===== src/tsr_defines.svh =====
// Register offsets, field positions, reset values and status codes of the slave receiver
`ifndef TSR_DEFINES_SVH
`define TSR_DEFINES_SVH
`define TSR_OFF_OWN   2'h0
`define TSR_OFF_CTL   2'h1
`define TSR_OFF_STS   2'h2
`define TSR_OFF_DATA  2'h3
`define TSR_CTL_RSHI  7
`define TSR_CTL_EN    6
`define TSR_CTL_STA   5
`define TSR_CTL_STP   4
`define TSR_CTL_FLAG  3
`define TSR_CTL_ACK   2
`define TSR_OWN_GCALL 0
`define TSR_RST_OWN   8'h00
`define TSR_RST_CTL   8'h00
`define TSR_RST_DATA  8'h00
`define TSR_STS_OWN   8'h60
`define TSR_STS_AOWN  8'h68
`define TSR_STS_GEN   8'h70
`define TSR_STS_AGEN  8'h78
`define TSR_STS_DOK   8'h80
`define TSR_STS_DNAK  8'h88
`define TSR_STS_GOK   8'h90
`define TSR_STS_GNAK  8'h98
`define TSR_STS_END   8'hA0
`define TSR_STS_NONE  8'hF8
`define TSR_LAST_BIT  4'h7
`endif


===== src/tsr_pkg.sv =====
// Types of the slave receiver: bus request, pin drives, phases and module state
package tsr_pkg;
  typedef enum logic [2:0] {TSR_IDLE, TSR_ADDR, TSR_AACK, TSR_DATA, TSR_DACK, TSR_SKIP} tsr_phase_t;
  typedef struct packed {
    logic       wr;
    logic       rd;
    logic [1:0] addr;
    logic [7:0] wdata;
  } tsr_bus_req_t;
  typedef struct packed {
    logic scl_o;
    logic scl_oe;
    logic sda_o;
    logic sda_oe;
  } tsr_pins_t;
  typedef struct packed {
    tsr_phase_t phase;
    logic       scl_s1, scl_s2, scl_d;
    logic       sda_s1, sda_s2, sda_d;
    logic [7:0] shift;
    logic [3:0] cnt;
    logic       gcall;
    logic       do_ack;
    logic       arb;
    logic       busy;
    logic       sda_oe;
    logic       scl_oe;
    logic       start_go;
    logic [7:0] rdata;
    logic [7:0] own;
    logic [7:0] ctl;
    logic [7:0] status;
    logic [7:0] data;
  } tsr_state_t;
endpackage : tsr_pkg


===== src/tsr_slave_rx.sv =====
// Slave receiver of the two-wire serial interface with its register port
`timescale 1ns/1ps
`include "tsr_defines.svh"
module tsr_slave_rx
  import tsr_pkg::*;
(
  input  wire logic         sys_clk,
  input  wire logic         rst_n,
  input  wire tsr_bus_req_t bus_req,
  output logic [7:0]        bus_rdata,
  input  wire logic         scl_i,
  input  wire logic         sda_i,
  output tsr_pins_t         pins,
  input  wire logic         arb_lost,
  output logic              start_go
);

  localparam tsr_state_t TSR_RST = '{
    phase:  TSR_IDLE,
    scl_s1: 1'b1,
    scl_s2: 1'b1,
    scl_d:  1'b1,
    sda_s1: 1'b1,
    sda_s2: 1'b1,
    sda_d:  1'b1,
    shift:  8'h00,
    cnt:    4'h0,
    gcall:  1'b0,
    do_ack: 1'b0,
    arb:    1'b0,
    busy:   1'b0,
    sda_oe: 1'b0,
    scl_oe: 1'b0,
    start_go: 1'b0,
    rdata:  8'h00,
    own:    `TSR_RST_OWN,
    ctl:    `TSR_RST_CTL,
    status: `TSR_STS_NONE,
    data:   `TSR_RST_DATA
  };

  tsr_state_t s_r;
  tsr_state_t s_nxt;

  logic       scl_rise;
  logic       scl_fall;
  logic       start_det;
  logic       stop_det;
  logic       addressed;
  logic       en;
  logic       ack_en;
  logic       flag;
  logic [7:0] shifted;
  logic       own_hit;
  logic       gcall_hit;

  // Edges and bus conditions seen on the synchronised pins
  assign scl_rise  = s_r.scl_s2 & ~s_r.scl_d;
  assign scl_fall  = ~s_r.scl_s2 & s_r.scl_d;
  assign start_det = s_r.scl_s2 & s_r.scl_d & s_r.sda_d & ~s_r.sda_s2;
  assign stop_det  = s_r.scl_s2 & s_r.scl_d & ~s_r.sda_d & s_r.sda_s2;
  assign addressed = (s_r.phase == TSR_DATA) || (s_r.phase == TSR_DACK);
  assign en        = s_r.ctl[`TSR_CTL_EN];
  assign ack_en    = s_r.ctl[`TSR_CTL_ACK];
  assign flag      = s_r.ctl[`TSR_CTL_FLAG];
  assign shifted   = {s_r.shift[6:0], s_r.sda_s2};
  // Recognition uses the live enables, so setting ack enable resumes it at once
  assign own_hit   = ack_en && (shifted[7:1] == s_r.own[7:1]);
  assign gcall_hit = ack_en && s_r.own[`TSR_OWN_GCALL] && (shifted[7:1] == 7'h00);

  always_comb begin
    s_nxt          = s_r;
    s_nxt.scl_s1   = scl_i;
    s_nxt.scl_s2   = s_r.scl_s1;
    s_nxt.scl_d    = s_r.scl_s2;
    s_nxt.sda_s1   = sda_i;
    s_nxt.sda_s2   = s_r.sda_s1;
    s_nxt.sda_d    = s_r.sda_s2;
    s_nxt.rdata    = 8'h00;
    s_nxt.start_go = 1'b0;

    // Register writes; the flag only clears by writing zero
    if (bus_req.wr) begin
      case (bus_req.addr)
        `TSR_OFF_OWN: s_nxt.own = bus_req.wdata;
        `TSR_OFF_CTL: begin
          s_nxt.ctl = bus_req.wdata;
          s_nxt.ctl[`TSR_CTL_FLAG] = s_r.ctl[`TSR_CTL_FLAG] & bus_req.wdata[`TSR_CTL_FLAG];
        end
        `TSR_OFF_DATA: s_nxt.data = bus_req.wdata;
        default: ;
      endcase
    end

    if (bus_req.rd) begin
      case (bus_req.addr)
        `TSR_OFF_OWN:  s_nxt.rdata = s_r.own;
        `TSR_OFF_CTL:  s_nxt.rdata = s_r.ctl;
        `TSR_OFF_STS:  s_nxt.rdata = s_r.status;
        `TSR_OFF_DATA: s_nxt.rdata = s_r.data;
        default:       s_nxt.rdata = 8'h00;
      endcase
    end

    if (arb_lost) begin
      s_nxt.arb = 1'b1;
    end
    if (start_det) begin
      s_nxt.busy = 1'b1;
    end
    if (stop_det) begin
      s_nxt.busy = 1'b0;
    end

    case (s_r.phase)
      TSR_IDLE: ;
      TSR_ADDR: begin
        if (scl_rise) begin
          s_nxt.shift = shifted;
          s_nxt.cnt   = s_r.cnt + 4'h1;
          if (s_r.cnt == `TSR_LAST_BIT) begin
            s_nxt.cnt = 4'h0;
            // Read direction belongs to the transmit side; this block stays off the bus then
            if (!shifted[0] && (own_hit || gcall_hit)) begin
              s_nxt.gcall  = gcall_hit && !own_hit;
              s_nxt.do_ack = 1'b1;
              s_nxt.phase  = TSR_AACK;
            end else begin
              s_nxt.phase = TSR_SKIP;
            end
          end
        end
      end
      TSR_DATA: begin
        if (scl_rise) begin
          s_nxt.shift = shifted;
          s_nxt.cnt   = s_r.cnt + 4'h1;
          if (s_r.cnt == `TSR_LAST_BIT) begin
            s_nxt.cnt    = 4'h0;
            s_nxt.data   = shifted;
            s_nxt.do_ack = ack_en;
            s_nxt.phase  = TSR_DACK;
          end
        end
      end
      TSR_AACK,
      TSR_DACK: begin
        // Stage 0 waits the fall after bit 8, stage 1 the ack clock rise, stage 2 its fall
        if (scl_fall && s_r.cnt == 4'h0) begin
          s_nxt.sda_oe = s_r.do_ack;
          s_nxt.cnt    = 4'h1;
        end else if (scl_rise && s_r.cnt == 4'h1) begin
          s_nxt.cnt = 4'h2;
        end else if (scl_fall && s_r.cnt == 4'h2) begin
          s_nxt.sda_oe = 1'b0;
          s_nxt.cnt    = 4'h0;
          s_nxt.ctl[`TSR_CTL_FLAG] = 1'b1;
          if (s_r.phase == TSR_AACK) begin
            s_nxt.phase = TSR_DATA;
            s_nxt.arb   = 1'b0;
            if (s_r.gcall) begin
              s_nxt.status = s_r.arb ? `TSR_STS_AGEN : `TSR_STS_GEN;
            end else begin
              s_nxt.status = s_r.arb ? `TSR_STS_AOWN : `TSR_STS_OWN;
            end
          end else if (s_r.do_ack) begin
            s_nxt.phase  = TSR_DATA;
            s_nxt.status = s_r.gcall ? `TSR_STS_GOK : `TSR_STS_DOK;
          end else begin
            s_nxt.phase  = TSR_IDLE;
            s_nxt.status = s_r.gcall ? `TSR_STS_GNAK : `TSR_STS_DNAK;
          end
        end
      end
      TSR_SKIP: ;
      default: s_nxt.phase = TSR_IDLE;
    endcase

    // Bus conditions override any phase
    if (start_det) begin
      if (addressed) begin
        s_nxt.ctl[`TSR_CTL_FLAG] = 1'b1;
        s_nxt.status = `TSR_STS_END;
      end
      s_nxt.phase  = TSR_ADDR;
      s_nxt.cnt    = 4'h0;
      s_nxt.sda_oe = 1'b0;
    end
    if (stop_det) begin
      if (addressed) begin
        s_nxt.ctl[`TSR_CTL_FLAG] = 1'b1;
        s_nxt.status = `TSR_STS_END;
      end
      s_nxt.phase  = TSR_IDLE;
      s_nxt.cnt    = 4'h0;
      s_nxt.arb    = 1'b0;
      s_nxt.sda_oe = 1'b0;
    end

    // A pending start request goes out once the bus is free and nothing waits on software
    if (en && s_r.ctl[`TSR_CTL_STA] && !flag && !s_r.busy && !addressed && s_r.phase != TSR_AACK) begin
      s_nxt.start_go = 1'b1;
      s_nxt.ctl[`TSR_CTL_STA] = 1'b0;
    end

    if (!en) begin
      s_nxt.phase  = TSR_IDLE;
      s_nxt.cnt    = 4'h0;
      s_nxt.sda_oe = 1'b0;
    end

    // Clock is only pulled once it is already low, so no short high pulse is cut
    s_nxt.scl_oe = en && s_nxt.ctl[`TSR_CTL_FLAG] && (s_r.scl_oe || !s_r.scl_s2);
  end

  always_ff @(posedge sys_clk) begin
    if (!rst_n) begin
      s_r <= TSR_RST;
    end else begin
      s_r <= s_nxt;
    end
  end

  assign bus_rdata   = s_r.rdata;
  assign pins.scl_o  = 1'b0;
  assign pins.scl_oe = s_r.scl_oe;
  assign pins.sda_o  = 1'b0;
  assign pins.sda_oe = s_r.sda_oe;
  assign start_go    = s_r.start_go;
endmodule : tsr_slave_rx


===== config.mk =====
export PLATFORM = sky130hd
export DESIGN_NAME = tsr_slave_rx
export DESIGN_NICKNAME = d
export VERILOG_FILES = /design/src/tsr_pkg.sv /design/src/tsr_slave_rx.sv
export VERILOG_INCLUDE_DIRS = /design/src
export SDC_FILE = /design/constraint.sdc
export NUM_CORES = 1
export LEC_CHECK = 0
export ABC_AREA = 1
export BUFFER_PORTS_ARGS = -buffer_cell sky130_fd_sc_hd__buf_2
export CELL_PAD_IN_SITES_DETAIL_PLACEMENT = 0
export CELL_PAD_IN_SITES_GLOBAL_PLACEMENT = 2
export CORE_ASPECT_RATIO = 0.5
export CORE_MARGIN = 3
export CORE_UTILIZATION = 34
export CTS_CLUSTER_DIAMETER = 40
export DETAILED_ROUTE_END_ITERATION = 16
export PLACE_DENSITY = 0.79
export SYNTH_ARGS = -nofsm -noshare
export SYNTH_HDL_FRONTEND = slang
export SYNTH_SLANG_ARGS = --single-unit

===== constraint.sdc =====
create_clock -name sys_clk -period 2.2 [get_ports sys_clk]
set_clock_uncertainty 0.15 [all_clocks]
set_input_delay 0 -clock sys_clk [delete_from_list [all_inputs] [get_ports sys_clk]]
set_output_delay 0 -clock sys_clk [all_outputs]
set_load 0.02 [all_outputs]

# Yosys cells after proc, flatten, opt, wreduce, memory -nomap -nowiden
# Cells that the tools add are included.
[word_totals]
register_bits = 67
output_inout_bits = 13
wordCells = 184
[classes]
addsub = 1
n_eq_ne = 31
mux = 66
bitwise_logic = 15
reduce_logical = 47
[op_table]
columns = ["cell", "count"]
rows = [
  ["8-bit two-way mux", 14],
  ["4-bit two-way mux", 8],
  ["8-bit one-hot mux with 4 select lines", 1],
  ["3-bit two-way mux", 9],
  ["1-bit two-way mux", 21],
  ["5-bit two-way mux", 4],
  ["3-bit != test, second input constant", 6],
  ["2-bit != test, second input constant", 8],
  ["8-bit AND reduction", 2],
  ["1-bit logical AND", 15],
  ["7-bit one-hot mux with 2 select lines", 1],
  ["13-bit two-way mux", 1],
  ["3-bit one-hot mux with 4 select lines", 1],
  ["4-bit one-hot mux with 3 select lines", 1],
  ["11-bit two-way mux", 1],
  ["1-bit AND", 8],
  ["4-bit AND reduction", 2],
  ["2-bit OR reduction", 4],
  ["7-bit equality test", 1],
  ["7-bit logical NOT", 1],
  ["1-bit NOT", 7],
  ["3-bit by 2-bit equality test with 1-bit output, second input constant", 2],
  ["3-bit equality test, second input constant", 2],
  ["1-bit logical NOT", 6],
  ["other kinds (24)", 34],
]

# Longest topological paths before layout
[depth]
depth_word = 13
ltp_mapped = 13
ltp_nobuf = 13

# Least setup slack after synthesis
# No wires, ideal clock.
[synth_timing]
path_kind = "reg-to-reg"
start = "register s_r[47] (netlist bit)"
end = "register s_r[65] (netlist bit)"
setup_time_ns = 0.118
arrival_time_ns = 1.344
path_slack_ns = 0.588
stages_incl_launch_ff = 9
n_path_buf = 0
cell_sequence = "dfxtp_1 > ha_1 > nand3_1 > nor2_2 > o21ai_2 > nor2_4 > inv_2 > a21oi_1 > a21oi_1"
[synth_via]
elab_chain_cells = 4
[synth_lines]
columns = ["element", "line_no", "source"]
rows = [
  ["start: declaration", "tsr_slave_rx.sv:42", "tsr_state_t s_r;"],
  ["start signal: assignment", "tsr_slave_rx.sv:220", "s_r <= s_nxt;"],
  ["4-bit by 2-bit equality test with 1-bit output, or another cell as far along", "tsr_slave_rx.sv:154", "end else if (scl_fall && s_r.cnt == 4'h2) begin"],
  ["1-bit logical AND (on tied branches)", "tsr_slave_rx.sv:154, tsr_slave_rx.sv:149, tsr_slave_rx.sv:152", ""],
  ["3-bit != test (no source line)", "-", ""],
  ["8-bit AND reduction (no source line) (*)", "-", ""],
]
# Mark *: on every way between the ends. The rest lies on a longest branch, timed or not.
# A chain may end at the register's enable or synchronous reset.

# Final worst setup path
[layout_timing]
start = "register s_r[48] (netlist bit)"
end = "register s_r[0] (netlist bit)"
[layout_via]
elab_chain_cells = 4
[layout_lines]
columns = ["element", "line_no", "source"]
rows = [
  ["4-bit by 3-bit equality test with 1-bit output (no source line)", "-", ""],
  ["8-bit two-way mux", "tsr_slave_rx.sv:138", "if (s_r.cnt == `TSR_LAST_BIT) begin"],
  ["8-bit two-way mux", "tsr_slave_rx.sv:135", "if (scl_rise) begin"],
  ["8-bit two-way mux", "tsr_slave_rx.sv:115", "case (s_r.phase)"],
]
# No other way between the ends.

==> impl_metrics.tcl <==
set metrics [dict create \
    status "finished clean" \
    cts_tree "yes" \
    final_antenna_net_count 0 \
    fin_tns_setup_ps 0 \
    root_buffer "clkbuf_16" \
    nets 485 \
    dieArea_um2 10500 \
    first_pass_iters 5 \
    antenna_found_initial 0 \
    clockPowerShare 0.473 \
    finish.utilization 0.431 \
    clock.fmax_mhz 527 \
    worst-setup-path-type "reg -> reg" \
    layout_commonest_cell "nand2_1" \
    async_flop_share 0 \
    drt_iter0_drc 187 \
    synth_flop_cell "dfxtp_1" \
    grt_pass1_vias 2763 \
    area_growth_pct 21.5 \
    mostFrequentLayoutCells "nand2_1, dfxtp_1, a21oi_1" \
    min_period_over_period 0.862 \
    p_leak_nw 1.60 \
    hpwl_um 6360 \
    cts_num_sinks 67 \
    seq_area_um2 1340 \
    yosysWarnings 0 \
    grtUsageTotal 0.177 \
    vias 2860 \
    grt_pass1_wl_um 14300 \
    die_y_um 74 \
    multi_input_area_um2 1500 \
    p_sw_frac 0.242 \
    rows 24 \
    routed_wl_um 8560 \
    coreArea_um2 8860 \
    drv_cap 0 \
    worst_slack_ps 303 \
    grt_max_degree 38 \
    fillers 922 \
    routedWlPerCell_um 14.6 \
    p_int_mw 2.12 \
    syn_avg_cell_area_um2 7.47 \
    seqPwrFrac 0.453 \
    n_antenna_cell 0 \
    die_w_um 142 \
    synth_edf_count 0 \
    cts_buffer_depth 2 \
    synth-seq-area-share 0.427 \
    ios 30 \
    post_cts_buffers 0 \
    worst_slew_pin_slew_ps 521 \
    crit_path_max_fanout 16 \
    cp_data_required_time_ps 2310 \
    syn_area_um2 3140 \
    p_per_area_nw_per_um2 733 \
    critical_path_arrival_ps 2010 \
    ys_ff_latch 67 \
    relSlewSlack 0.652 \
    grt_setup_unrepaired "false" \
    post-place-ws_ps 300 \
    port_buffers 27 \
    cts_buffers 9 \
    start_kind "flop" \
    clkTransAtPathRegs_ps 60 \
    syn_inst 421 \
    htreeDepth 3 \
    via_per_inst 4.88 \
    drv_slew 0 \
    gp_congestion 0.878 \
    drc_errors 0 \
    clock_latency_ps 330 \
    period_needed_ps 1900 \
    switching_power_mw 0.679 \
    layout-drive-gt1-share 0.183 \
    hp-class "in -> reg" \
    pwr-share-comb 0.074 \
    setup-violations-final 0 \
    cp-end-kind "flop" \
    hold_violations 0 \
    start_util 0.355 \
    yosysUniqueCellTypes 33 \
    vdd_drop_max_v 0.000426 \
    grt_overflow 0 \
]
[path summary, 6_finish.rpt]
kind                              from                 endpoint  slack, ps  cells after the start
hold / removal              bus_req[8]  bus_rdata[4]$_SDFF_PN0_         30                      5
setup / recovery  s_r[48]$_SDFFE_PP0P_        s_r[0]$_SDFF_PN0_        300                      5
hold reg to reg   s_nxt[63]$_SDFF_PN1_     s_nxt[62]$_SDFF_PN1_        260                      1
setup reg to reg  s_r[48]$_SDFFE_PP0P_        s_r[0]$_SDFF_PN0_        300                      5
[sequential cells by signal, summed over array words and instances (netlist names)]
signal	flops
flag	1
bus_rdata	8
en	1
start_go	1
ack_en	1
pins	2
s_r	49
s_nxt	4
[stage by stage]
step	instances	instance area [um^2]	total power, mW	hold WS (ps)
3_3_place_gp	552	3350	1.47	36.0
4_1_cts	587	3810	2.83	6.84
3_5_place_dp	552	3350	1.48	37.6
2_1_floorplan	422	3150	1.41	-43.4
6_report	586	3820	2.80	26.2
5_1_grt	586	3820	2.92	49.7
[area by class of cell]
type / instances / area share
multi-input combinational: 286 / 0.393
sequential: 67 / 0.351
clock buffer: 11 / 0.0635
timing repair buffer: 52 / 0.0992
inverter: 48 / 0.0472
clock inverter: 5 / 0.00753
tap: 117 / 0.0383
[power groups by stage]
stage          combinational, mW  clock (mW)  sequential [mW]
5_1_grt                    0.234        1.41             1.27
3_5_place_dp               0.180           0             1.29
3_3_place_gp               0.178           0             1.29
6_report                   0.207        1.32             1.27
2_1_floorplan              0.125           0             1.29
4_1_cts                    0.205        1.36             1.27
[worst max-delay path, stage by stage, from the launching register on]
cell and delay (ps):
dfxtp_1 380, ha_1 200, nand3_1 230, nor3_4 540, o21ai_0 180, a21oi_1 130
[synth_stat cells, types with 5 or more instances]
master | n | share of area
nor2_1 | 30 | 0.036
buf_4 | 13 | 0.031
inv_2 | 7 | 0.0084
nand2_1 | 94 | 0.11
a21oi_1 | 47 | 0.075
a221oi_1 | 5 | 0.014
nand4_1 | 5 | 0.0099
clkbuf_1 | 6 | 0.0072
mux2_2 | 8 | 0.029
o21ai_0 | 40 | 0.064
dfxtp_1 | 67 | 0.43
inv_1 | 40 | 0.048
nand3_1 | 13 | 0.021
[cell families after synthesis]
kind of cell / after synthesis / synth area share
muxes: 8 / 0.0287
AOI/OAI and AO/OA: 105 / 0.186
other: 1 / 0.00119
buffers and inverters: 69 / 0.0987
DFF: 67 / 0.427
adders and majority gates: 4 / 0.0159
and+or+nand+nor: 167 / 0.243
[routing by layer]
layer	vias up	share of wire	GRT usage
met1	1326	0.52	0.250
met3	8	0.043	0.0475
li1	1478	-	-
met4	0	0.0090	0.0543
met2	48	0.43	0.267
met5	-	0	0
[repair_timing]
action / in CTS / in global routing
hold buffers: 19 / 0
endpoints found under the setup margin: 0 / 1
endpoints found under the hold margin: 40 / 0
resized for setup: 0 / 3
Power figures use the tool's default switching activity.
